<file path="src/block_move_pkg.sv">
package block_move_pkg;

    ////////////////////////////////////////////////////////////////////////////
    // opcode fields of the first instruction word
    localparam logic [6:0] OPC_DATA_TO_DATA = 7'h54;   // upper seven bits, bit 8 picks direction
    localparam logic [7:0] OPC_PROG_TO_DATA = 8'hA5;   // upper eight bits
    localparam int OPC_DD_LSB = 9;
    localparam int OPC_PD_LSB = 8;
    localparam int IMM_DST_BIT = 8;                    // set: long immediate is the destination
    localparam int FORM_BIT = 7;                       // set: indirect form
    localparam int DMA_W = 7;                          // direct offset width
    localparam int ARU_LSB = 4;
    localparam int NEXT_FLAG_BIT = 3;
    localparam int NAR_LSB = 0;
    localparam int DP_W = 9;                           // data page width, page plus offset make 16 bits

    ////////////////////////////////////////////////////////////////////////////
    // aux update codes
    localparam logic [2:0] ARU_NONE = 3'h0;
    localparam logic [2:0] ARU_DEC = 3'h1;
    localparam logic [2:0] ARU_INC = 3'h2;
    localparam logic [2:0] ARU_REV_ADD = 3'h3;
    localparam logic [2:0] ARU_REV_SUB = 3'h4;
    localparam logic [2:0] ARU_SUB_IDX = 3'h5;
    localparam logic [2:0] ARU_ADD_IDX = 3'h6;
    localparam logic [2:0] INDEX_REG = 3'h0;           // index register is register 0

    ////////////////////////////////////////////////////////////////////////////
    // register map, byte offsets within the slave
    localparam logic [7:0] OFF_CTRL = 8'h00;
    localparam logic [7:0] OFF_INSTR = 8'h04;
    localparam logic [7:0] OFF_RPT = 8'h08;
    localparam logic [7:0] OFF_PC = 8'h0C;
    localparam logic [7:0] OFF_STATUS = 8'h10;
    localparam logic [7:0] OFF_DP = 8'h14;
    localparam logic [7:0] OFF_EXT_BASE = 8'h18;
    localparam logic [7:0] OFF_ARP = 8'h1C;
    localparam logic [7:0] OFF_AR_BASE = 8'h20;
    localparam logic [7:0] AR_BLOCK_MASK = 8'hE0;
    localparam logic [7:0] OFF_CONFIG = 8'h40;
    localparam int AR_SEL_LSB = 2;
    localparam int WORD_LSB = 16;

    // control and status bit positions
    localparam int CTRL_START_BIT = 0;
    localparam int CTRL_PREFIX_BIT = 1;
    localparam int ST_BUSY_BIT = 0;
    localparam int ST_INHIBIT_BIT = 1;
    localparam int ST_ERROR_BIT = 2;
    localparam int ST_STACK_LSB = 16;

    ////////////////////////////////////////////////////////////////////////////
    // reset values and steps
    localparam logic [15:0] WORD_ZERO = 16'h0000;
    localparam logic [15:0] EXT_BASE_RESET = 16'h8000;
    localparam logic [15:0] PC_STEP = 16'h0001;
    localparam logic [15:0] CNT_STEP = 16'h0001;
    localparam logic [31:0] BUS_ZERO = 32'h0000_0000;
    localparam logic [1:0] RESP_OKAY = 2'h0;

    ////////////////////////////////////////////////////////////////////////////
    // memory port carriers
    typedef struct packed {
        logic valid;
        logic prog;          // program space when set, data space otherwise
        logic [15:0] addr;
    } mem_rd_req_t;

    typedef struct packed {
        logic valid;
        logic [15:0] addr;
        logic [15:0] data;
    } mem_wr_req_t;

    localparam mem_rd_req_t RD_IDLE = '0;
    localparam mem_wr_req_t WR_IDLE = '0;

    typedef enum logic [2:0] {
        S_IDLE,
        S_DECODE,
        S_CONFLICT,
        S_MOVE,
        S_TAIL
    } move_state_t;

endpackage

</file>
<file path="src/aux_address_unit.sv">
`timescale 1ns/1ps
`default_nettype none
module aux_address_unit
    import block_move_pkg::*;
(
    // clock and reset
    input wire logic clock_i,
    input wire logic reset_i,
    // software load
    input wire logic wr_en_i,
    input wire logic [2:0] wr_sel_i,
    input wire logic [15:0] wr_data_i,
    input wire logic arp_wr_en_i,
    input wire logic [2:0] arp_wr_data_i,
    // per-transfer update
    input wire logic upd_i,
    input wire logic [2:0] aru_i,
    input wire logic next_en_i,
    input wire logic [2:0] nar_i,
    // views
    input wire logic [2:0] rd_sel_i,
    output logic [15:0] rd_data_o,
    output logic [15:0] cur_ar_o,
    output logic [2:0] arp_o
);

    ////////////////////////////////////////////////////////////////////////////
    // bit reversal for reverse-carry arithmetic
    function automatic logic [15:0] bitrev(input logic [15:0] v);
        logic [15:0] r;
        r = '0;
        for (int k = 0; k < 16; k++) begin
            r[k] = v[15 - k];
        end
        return r;
    endfunction

    logic [15:0] ar [8];        // auxiliary registers
    logic [2:0] aux_register_pointer;            // aux register pointer
    logic [15:0] index_val;     // index register contents
    logic [15:0] next_cur;      // updated current register

    assign cur_ar_o = ar[aux_register_pointer];
    assign index_val = ar[INDEX_REG];
    assign rd_data_o = ar[rd_sel_i];
    assign arp_o = aux_register_pointer;

    ////////////////////////////////////////////////////////////////////////////
    // the seven indirect options; unused code leaves the register alone
    always_comb begin
        case (aru_i)
            ARU_DEC: next_cur = cur_ar_o - PC_STEP;
            ARU_INC: next_cur = cur_ar_o + PC_STEP;
            ARU_ADD_IDX: next_cur = cur_ar_o + index_val;
            ARU_SUB_IDX: next_cur = cur_ar_o - index_val;
            ARU_REV_ADD: next_cur = bitrev(bitrev(cur_ar_o) + bitrev(index_val));
            ARU_REV_SUB: next_cur = bitrev(bitrev(cur_ar_o) - bitrev(index_val));
            default: next_cur = cur_ar_o;
        endcase
    end

    ////////////////////////////////////////////////////////////////////////////
    // register file, one slot per generate step; software load wins over update
    for (genvar g = 0; g < 8; g++) begin : g_ar
        always_ff @(posedge clock_i or posedge reset_i) begin
            if (reset_i) begin
                ar[g] <= WORD_ZERO;
            end else if (wr_en_i && wr_sel_i == 3'(g)) begin
                ar[g] <= wr_data_i;
            end else if (upd_i && aux_register_pointer == 3'(g)) begin
                ar[g] <= next_cur;
            end
        end
    end

    ////////////////////////////////////////////////////////////////////////////
    // pointer moves to the named register after the access
    always_ff @(posedge clock_i or posedge reset_i) begin
        if (reset_i) begin
            aux_register_pointer <= 3'h0;
        end else if (arp_wr_en_i) begin
            aux_register_pointer <= arp_wr_data_i;
        end else if (upd_i && next_en_i) begin
            aux_register_pointer <= nar_i;
        end
    end

endmodule
`default_nettype wire

</file>
<file path="src/block_move_instruction_unit.sv">
// Our own choices: the AHB-Lite slave port and the address map.
`timescale 1ns/1ps
`default_nettype none
// Contract
// - data-to-data move: bit 8 picks immediate direction
// - bit 7 selects direct or indirect form
// - program move: second word is source address
// - direct form gives seven low address bits
// - next-register field picks register zero to seven
// - seven indirect update options supported
// - stack pc, immediate into pc, restore after
// - repeat count plus one transfers, decrementing
// - indirect side updates, direct side stays fixed
// - interrupts held off during repeated moves
// - one word per cycle once pipeline runs
// - any mix of on-chip and external blocks
// - single data move three cycles, more external
// - repeated data move n+2, external costs more
// - single program move three cycles base
// - repeated program move n+2, conflict n+4
module block_move_instruction_unit
    import block_move_pkg::*;
(
    // clock and reset
    input wire logic clock_i,
    input wire logic reset_i,
    // ahb-lite slave
    input wire logic hsel_i,
    input wire logic [31:0] haddr_i,
    input wire logic [1:0] htrans_i,
    input wire logic hwrite_i,
    input wire logic [2:0] hsize_i,
    input wire logic hready_i,
    input wire logic [31:0] hwdata_i,
    output logic [31:0] hrdata_o,
    output logic hreadyout_o,
    output logic [1:0] hresp_o,
    // memory read port
    output mem_rd_req_t rd_req_o,
    input wire logic rd_ready_i,
    input wire logic [15:0] rd_data_i,
    // memory write port
    output mem_wr_req_t wr_req_o,
    input wire logic wr_ready_i,
    // sequencer
    output logic busy_o,
    output logic irq_inhibit_o,
    output logic done_o
);

    ////////////////////////////////////////////////////////////////////////////
    // bus address phase capture
    logic bus_take;             // valid address phase
    logic wr_q;                 // write data phase pending
    logic [7:0] wa_q;           // captured write offset
    logic [31:0] rd_mux;        // read value chosen in address phase

    assign bus_take = hsel_i & htrans_i[1] & hready_i;

    // zero-wait slave; sizes other than a word are treated as a word
    always_ff @(posedge clock_i or posedge reset_i) begin
        if (reset_i) begin
            wr_q <= 1'b0;
            wa_q <= 8'h00;
            hrdata_o <= BUS_ZERO;
            hreadyout_o <= 1'b0;
            hresp_o <= RESP_OKAY;
        end else begin
            wr_q <= bus_take & hwrite_i;
            wa_q <= haddr_i[7:0];
            hreadyout_o <= 1'b1;
            hresp_o <= RESP_OKAY;
            if (bus_take && !hwrite_i) begin
                hrdata_o <= rd_mux;
            end
        end
    end

    ////////////////////////////////////////////////////////////////////////////
    // software-visible state
    logic [31:0] instr;         // both instruction words
    logic [15:0] repeat_prefix;           // repeat count register
    logic [15:0] pc;            // program counter
    logic [15:0] micro_stack;   // saved return pc
    logic [DP_W-1:0] dp;        // data page for direct form
    logic [15:0] ext_base;      // data addresses at or above are external
    logic cfg_share;            // destination shares a single-access block with code
    logic prefix;               // repeat prefix, loaded by the same control write that starts the move
    logic err;                  // start refused, unknown opcode
    move_state_t state;

    logic idle;
    logic w_ctrl, w_instr, w_rpt, w_pc, w_dp, w_ext, w_arp, w_ar, w_cfg;
    logic start_ok, start_bad;

    assign idle = (state == S_IDLE);
    // writes to live state are dropped while a move runs
    assign w_ctrl = wr_q & (wa_q == OFF_CTRL);
    assign w_instr = wr_q & idle & (wa_q == OFF_INSTR);
    assign w_rpt = wr_q & idle & (wa_q == OFF_RPT);
    assign w_pc = wr_q & idle & (wa_q == OFF_PC);
    assign w_dp = wr_q & idle & (wa_q == OFF_DP);
    assign w_ext = wr_q & idle & (wa_q == OFF_EXT_BASE);
    assign w_arp = wr_q & idle & (wa_q == OFF_ARP);
    assign w_ar = wr_q & idle & ((wa_q & AR_BLOCK_MASK) == OFF_AR_BASE);
    assign w_cfg = wr_q & idle & (wa_q == OFF_CONFIG);

    ////////////////////////////////////////////////////////////////////////////
    // instruction decode
    logic [15:0] w0, w1;
    logic is_dd, is_pd, legal, imm_is_dst, indirect;
    logic [15:0] direct_addr, other_addr, cur_ar, ar_view;
    logic [2:0] aux_register_pointer;

    assign w0 = instr[15:0];
    assign w1 = instr[31:WORD_LSB];
    assign is_dd = (w0[15:OPC_DD_LSB] == OPC_DATA_TO_DATA);
    assign is_pd = (w0[15:OPC_PD_LSB] == OPC_PROG_TO_DATA);
    assign legal = is_dd | is_pd;
    assign imm_is_dst = is_dd & w0[IMM_DST_BIT];
    assign indirect = w0[FORM_BIT];
    assign direct_addr = {dp, w0[DMA_W-1:0]};
    assign other_addr = indirect ? cur_ar : direct_addr;

    assign start_ok = w_ctrl & idle & hwdata_i[CTRL_START_BIT] & legal;
    assign start_bad = w_ctrl & idle & hwdata_i[CTRL_START_BIT] & ~legal;

    ////////////////////////////////////////////////////////////////////////////
    // transfer pipeline control
    logic first_q;              // first transfer still owed
    logic more;                 // another read must be issued
    logic stall;                // a presented request is not yet taken
    logic rd_acc, wr_acc;       // requests taken this cycle
    logic ext_wr, ext_rd;       // external access just completed
    logic can_issue, finish;
    logic [15:0] src_addr, dst_addr, rd_dst_q;
    logic repeated;

    assign src_addr = imm_is_dst ? other_addr : pc;
    assign dst_addr = imm_is_dst ? pc : other_addr;
    assign more = first_q | (prefix & (repeat_prefix != WORD_ZERO));
    assign repeated = prefix & (repeat_prefix != WORD_ZERO);
    assign stall = (rd_req_o.valid & ~rd_ready_i) | (wr_req_o.valid & ~wr_ready_i);
    assign rd_acc = rd_req_o.valid & rd_ready_i;
    assign wr_acc = wr_req_o.valid & wr_ready_i;
    // an external access costs the next issue slot, giving the slower rates
    assign ext_wr = wr_acc & (wr_req_o.addr >= ext_base);
    assign ext_rd = rd_acc & ~rd_req_o.prog & (rd_req_o.addr >= ext_base);
    // on-chip: a read and the previous write overlap, one word per cycle
    assign can_issue = (state == S_MOVE) & ~stall & more & ~ext_wr & ~ext_rd;
    assign finish = (state == S_MOVE) & ~stall & ~more & ~rd_req_o.valid;

    ////////////////////////////////////////////////////////////////////////////
    // sequencing state machine
    always_ff @(posedge clock_i or posedge reset_i) begin
        if (reset_i) begin
            state <= S_IDLE;
        end else begin
            case (state)
                S_IDLE: if (start_ok) begin
                    state <= S_DECODE;
                end
                // one cycle saving pc; a shared block costs one more
                S_DECODE: state <= cfg_share ? S_CONFLICT : S_MOVE;
                S_CONFLICT: state <= S_MOVE;
                S_MOVE: if (finish) begin
                    state <= (cfg_share && !first_q && prefix) ? S_TAIL : S_IDLE;
                end
                S_TAIL: state <= S_IDLE;
                default: state <= S_IDLE;
            endcase
        end
    end

    ////////////////////////////////////////////////////////////////////////////
    // pc and micro-stack
    logic restore;
    assign restore = (finish && !(cfg_share && prefix)) || (state == S_TAIL);

    always_ff @(posedge clock_i or posedge reset_i) begin
        if (reset_i) begin
            pc <= WORD_ZERO;
            micro_stack <= WORD_ZERO;
        end else if (w_pc) begin
            pc <= hwdata_i[15:0];
        end else if (state == S_DECODE) begin
            micro_stack <= pc + PC_STEP;
            pc <= w1;
        end else if (can_issue) begin
            pc <= pc + PC_STEP;
        end else if (restore) begin
            pc <= micro_stack;
        end
    end

    ////////////////////////////////////////////////////////////////////////////
    // repeat count and first-transfer flag
    always_ff @(posedge clock_i or posedge reset_i) begin
        if (reset_i) begin
            repeat_prefix <= WORD_ZERO;
            first_q <= 1'b0;
        end else begin
            if (w_rpt) begin
                repeat_prefix <= hwdata_i[15:0];
            end else if (can_issue && !first_q) begin
                repeat_prefix <= repeat_prefix - CNT_STEP;
            end
            if (state == S_DECODE) begin
                first_q <= 1'b1;
            end else if (can_issue) begin
                first_q <= 1'b0;
            end
        end
    end

    ////////////////////////////////////////////////////////////////////////////
    // memory requests; a taken read becomes next cycle's write
    always_ff @(posedge clock_i or posedge reset_i) begin
        if (reset_i) begin
            rd_req_o <= RD_IDLE;
            wr_req_o <= WR_IDLE;
            rd_dst_q <= WORD_ZERO;
        end else if (!stall) begin
            wr_req_o <= rd_acc ? mem_wr_req_t'{valid: 1'b1, addr: rd_dst_q, data: rd_data_i} : WR_IDLE;
            if (can_issue) begin
                rd_req_o <= '{valid: 1'b1, prog: is_pd, addr: src_addr};
                rd_dst_q <= dst_addr;
            end else begin
                rd_req_o <= RD_IDLE;
            end
        end
    end

    ////////////////////////////////////////////////////////////////////////////
    // status flags and sequencer outputs
    always_ff @(posedge clock_i or posedge reset_i) begin
        if (reset_i) begin
            busy_o <= 1'b0;
            irq_inhibit_o <= 1'b0;
            done_o <= 1'b0;
            err <= 1'b0;
        end else begin
            busy_o <= ~restore & (busy_o | start_ok);
            done_o <= restore;
            if (state == S_DECODE) begin
                irq_inhibit_o <= repeated;
            end else if (restore) begin
                irq_inhibit_o <= 1'b0;
            end
            // a fresh refusal wins over a clear in the same write
            err <= start_bad | (err & ~start_ok);
        end
    end

    ////////////////////////////////////////////////////////////////////////////
    // plain configuration registers
    always_ff @(posedge clock_i or posedge reset_i) begin
        if (reset_i) begin
            instr <= BUS_ZERO;
            dp <= '0;
            ext_base <= EXT_BASE_RESET;
            cfg_share <= 1'b0;
            prefix <= 1'b0;
        end else begin
            if (w_instr) begin
                instr <= hwdata_i;
            end
            if (w_dp) begin
                dp <= hwdata_i[DP_W-1:0];
            end
            if (w_ext) begin
                ext_base <= hwdata_i[15:0];
            end
            if (w_cfg) begin
                cfg_share <= hwdata_i[0];
            end
            if (w_ctrl && idle) begin
                prefix <= hwdata_i[CTRL_PREFIX_BIT];
            end
        end
    end

    ////////////////////////////////////////////////////////////////////////////
    // auxiliary registers; only the indirect side moves per transfer
    aux_address_unit u_aux (
        .clock_i(clock_i),
        .reset_i(reset_i),
        .wr_en_i(w_ar),
        .wr_sel_i(wa_q[AR_SEL_LSB+2:AR_SEL_LSB]),
        .wr_data_i(hwdata_i[15:0]),
        .arp_wr_en_i(w_arp),
        .arp_wr_data_i(hwdata_i[2:0]),
        .upd_i(can_issue & indirect),
        .aru_i(w0[ARU_LSB+2:ARU_LSB]),
        .next_en_i(w0[NEXT_FLAG_BIT]),
        .nar_i(w0[NAR_LSB+2:NAR_LSB]),
        .rd_sel_i(haddr_i[AR_SEL_LSB+2:AR_SEL_LSB]),
        .rd_data_o(ar_view),
        .cur_ar_o(cur_ar),
        .arp_o(aux_register_pointer)
    );

    ////////////////////////////////////////////////////////////////////////////
    // read decode; unmapped offsets return zero
    logic [31:0] status_word;
    assign status_word = {micro_stack, 13'h0000, err, irq_inhibit_o, busy_o};

    always_comb begin
        rd_mux = BUS_ZERO;
        if ((haddr_i[7:0] & AR_BLOCK_MASK) == OFF_AR_BASE) begin
            rd_mux = {16'h0000, ar_view};
        end else begin
            case (haddr_i[7:0])
                OFF_CTRL: rd_mux = {30'h0000_0000, prefix, 1'b0};
                OFF_INSTR: rd_mux = instr;
                OFF_RPT: rd_mux = {16'h0000, repeat_prefix};
                OFF_PC: rd_mux = {16'h0000, pc};
                OFF_STATUS: rd_mux = status_word;
                OFF_DP: rd_mux = {23'h00_0000, dp};
                OFF_EXT_BASE: rd_mux = {16'h0000, ext_base};
                OFF_ARP: rd_mux = {29'h0000_0000, aux_register_pointer};
                OFF_CONFIG: rd_mux = {31'h0000_0000, cfg_share};
                default: rd_mux = BUS_ZERO;
            endcase
        end
    end

endmodule
`default_nettype wire

</file>
<file path="config.mk">
export PLATFORM = sky130hd
export DESIGN_NAME = block_move_instruction_unit
export DESIGN_NICKNAME = d
export VERILOG_FILES = /design/src/block_move_pkg.sv /design/src/aux_address_unit.sv /design/src/block_move_instruction_unit.sv
export SDC_FILE = /design/constraint.sdc
export NUM_CORES = 1
export LEC_CHECK = 0
export BUFFER_PORTS_ARGS = -buffer_cell sky130_fd_sc_hd__buf_2
export CORE_MARGIN = 4
export CORE_UTILIZATION = 45
export CTS_BUF_LIST = sky130_fd_sc_hd__clkbuf_4 sky130_fd_sc_hd__clkbuf_8
export DETAILED_ROUTE_END_ITERATION = 7
export GPL_ROUTABILITY_DRIVEN = 0
export GPL_TIMING_DRIVEN = 0
export HOLD_SLACK_MARGIN = 0.08
export PLACE_DENSITY = 0.69
export SETUP_SLACK_MARGIN = 0.05
export SYNTH_ARGS = -nofsm -noshare
export SYNTH_HDL_FRONTEND = slang
export SYNTH_SLANG_ARGS = --single-unit
</file>
<file path="constraint.sdc">
create_clock -name clock_i -period 13.9 [get_ports clock_i]
set_clock_uncertainty 0.1 [all_clocks]
set_input_delay 2.78 -clock clock_i [delete_from_list [all_inputs] [get_ports clock_i]]
set_output_delay 2.78 -clock clock_i [all_outputs]
set_load 0.02 [all_outputs]
</file>
==> flow_summary_export.csv <==
group,metric,value,unit
cts,cts_resized,0,
drt,via_per_inst,6.76,
floorplanning,fp.dieH,228,µm
yosys,avgSynthCellArea,9.92,µm²
floorplanning,coreArea,47800,µm²
setup_path,crit_required,14410,ps
sta,relSlewSlack,-0.0954,
outcome,violations,"max-capacitance violations, max-slew violations",
cells_and_area,layout_common_cells,"dfrtp_1, o21ai_0, nand2_1, nor2_1, buf_2",
sta,hold_viol_final,0,
yosys,synth_cell_types,90,
sta,fin_hold_ws,382,ps
sta,timing.fmax,0.145,GHz
setup_path,worstSetupStartpointType,"register",
floorplanning,pin_count,181,
setup_path,cp_data_arrival_time,7420,ps
cts,numCtsBuffers,61,
power,p_seq_frac,0.399,
cts,cts_tree,"yes",
placement,io_buffer_count,149,
run,cap_violations,1,
sta,final_max_slew_viol_count,17,
setup_path,cp-end-kind,"register",
yosys,ys_async_sr_fraction,1.00,
global_routing,grt_use_met2,0.456,
cts,cts-root-buf,"clkbuf_8",
global_routing,grt_util_met3,0.0801,
global_routing,grtUsageMet1,0.416,
floorplanning,fp.dieW,228,µm
drt,num_vias,20900,
cells_and_area,final_area,24900,µm²
cts,clockBufferDepth,3,
drt,drt_pass1_iterations,6,
global_routing,grt_max_degree,128,
cts,cts_setup_buffers,0,
power,switching_share,0.372,
global_routing,grt_antenna_before_repair,2,
hold_path,hold_path.class,"register to register",
yosys,synthFlopType,"dfrtp_1",
power,comb_power_share,0.281,
power,p_switching,1230,µW
cells_and_area,stdcell_count,3088,
cts,cts.clk_slew.worst_paths,60,ps
sta,tightest_slew,1640,ps
floorplanning,num_rows,80,
global_routing,grt_pass1_wl,124000,µm
cells_and_area,final_common_cell,"dfrtp_1",
drt,post_drt_wl_per_cell,27.3,µm
sta,fin_crit,6910,ps
setup_path,worst-path-max-fanout,10,
yosys,yosysWarnings,0,
yosys,synth_edf_count,0,
outcome,status,"finished, violations left",
drt,first_iter_violations,3363,
power,clockPowerShare,0.320,
floorplanning,initial_utilization,0.457,
yosys,netlist_area,21900,µm²
placement,placed_cells,2972,
global_routing,first_global_vias,20100,
drt,drt_wl_total,84400,µm
global_routing,track_usage,0.309,
sta,min_period_over_period,0.497,
global_routing,top_usage_layer,"met2",
drt,antenna_left,0,
cells_and_area,finish.net_count,2596,
cts,cts_hold_repair.buffers,0,
power,power.internal,2070,µW
yosys,yosysTopAreaCell,"dfrtp_1",
power,ir_worst_vdd,0.0000783,V
placement,hpwl,62400,µm
sta,grt_setup_unrepaired,"false",
yosys,ys_ff_latch,355,
drt,drcViolationCount,0,
placement,place_area,23500,µm²
cts,insertion_delay,700,ps
cells_and_area,syn_to_final_growth,13.8,%
yosys,synth_cells,2203,
cts,cts.sinks,355,
global_routing,grt_overflow,0,
yosys,synth_area_leaders,"dfrtp_1, mux4_2, ha_1, o21ai_0, mux2_2",
power,leakagePower,0.0111,µW
cells_and_area,drive_gt1_frac,0.189,
cells_and_area,final_util,0.520,
yosys,synth_top_area_share,0.405,
cts,htree_num_levels,2,
setup_path,critical_path_class,"register to register",
power,p_per_area,133,nW/µm²
yosys,ys_seq_area_frac,0.406,
floorplanning,die_area,52200,µm²
sta,finalSetupViolCount,0,
[per-stage QoR]
stage	TNS (ps)	power, µW	setup slack, ps
2_1_floorplan	0	1880	1170
3_3_place_gp	-861370	2200	-2480
3_5_place_dp	0	2230	7030
4_1_cts	0	3270	7040
5_1_grt	0	3420	6840
6_report	0	3300	6990
[final cells by class]
class	count	area, µm²
clock buffer	102	1300
tap	615	769
multi-input combinational	1616	12100
clock inverter	11	67.6
inverter	67	259
fill	4297	23000
buffer	166	678
antenna	2	5.00
timing repair buffer	154	841
sequential	355	8880
[synthesized netlist by cell type (33+ instances only)]
library cell and number:
nor2_1 182, xnor2_1 33, a21oi_1 86, a22oi_1 93, a22o_1 41, a221oi_1 41, dfrtp_1 354, ha_1 80
clkbuf_1 133, mux2i_1 71, mux2_2 71, nand3_1 33, nand2_1 182, mux4_2 64, inv_1 66, nor3_1 49
o21ai_0 188
[worst max-delay path, cell delays in order (launching register included)]
cell and delay [ps]:
dfrtp_1 310, buf_2 260, buf_2 430, buf_2 440, buf_2 440, mux4_2 420
mux2i_1 680, inv_1 250, ha_1 390, clkbuf_1 330, nand2_1 120, o21ai_0 180
o21a_1 200, nor4b_1 570, o31ai_1 180, xnor2_1 170, nand2_1 80, a21oi_1 980
a31o_2 280
[sequential cells by signal, summed over array words and instances (netlist names), 3 cells and up, named ones only]
signal / count
pc: 16
hrdata_o: 32
rd_dst_q: 16
ext_base: 16
wa_q: 8
repeat_prefix: 16
dp: 9
rd_req_o: 18
micro_stack: 16
u_aux.ar: 112
u_aux.arp_o: 3
wr_req_o: 33
instr: 32
u_aux.index_val: 16
state: 3
[routing by layer]
metal	routed length, µm	vias up
met5	13	-
met4	5560	2
met3	10600	318
met2	36000	1595
met1	32200	10200
li1	-	8743
[path summary, 6_finish.rpt]
kind                                 from            to  slack, ps  cells past startpoint
setup reg to reg           u_aux.arp_o[0]  u_aux.ar[18]       6990                     18
hold reg to reg              hrdata_o[13]  hrdata_o[13]        380                      2
setup / recovery           u_aux.arp_o[0]  u_aux.ar[18]       6990                     18
min in group asynchronous         reset_i   wr_req_o[6]       1930                      2
max in group asynchronous         reset_i  u_aux.ar[45]       9960                      5
hold / removal               hrdata_o[13]  hrdata_o[13]        380                      2
[power groups by stage]
stage               clock (µW)  combinational (µW)  sequential [µW]
floorplan                    0                 554             1330
global placement             0                 875             1320
detailed placement           0                 903             1320
CTS                       1060                 907             1310
global route              1110                 989             1320
finish                    1060                 928             1320
[cells by family after synthesis]
family	Yosys count	share of synthesized area
adders and majority gates	83	0.0485
other	2	0.000344
DFF	355	0.406
xor gates and xnor gates	50	0.0200
buffers and inverters	233	0.0425
muxes	206	0.135
AOI/OAI and AO/OA	702	0.223
and+or+nand+nor	572	0.124
No activity file was read; power rests on OpenSTA's default activity.
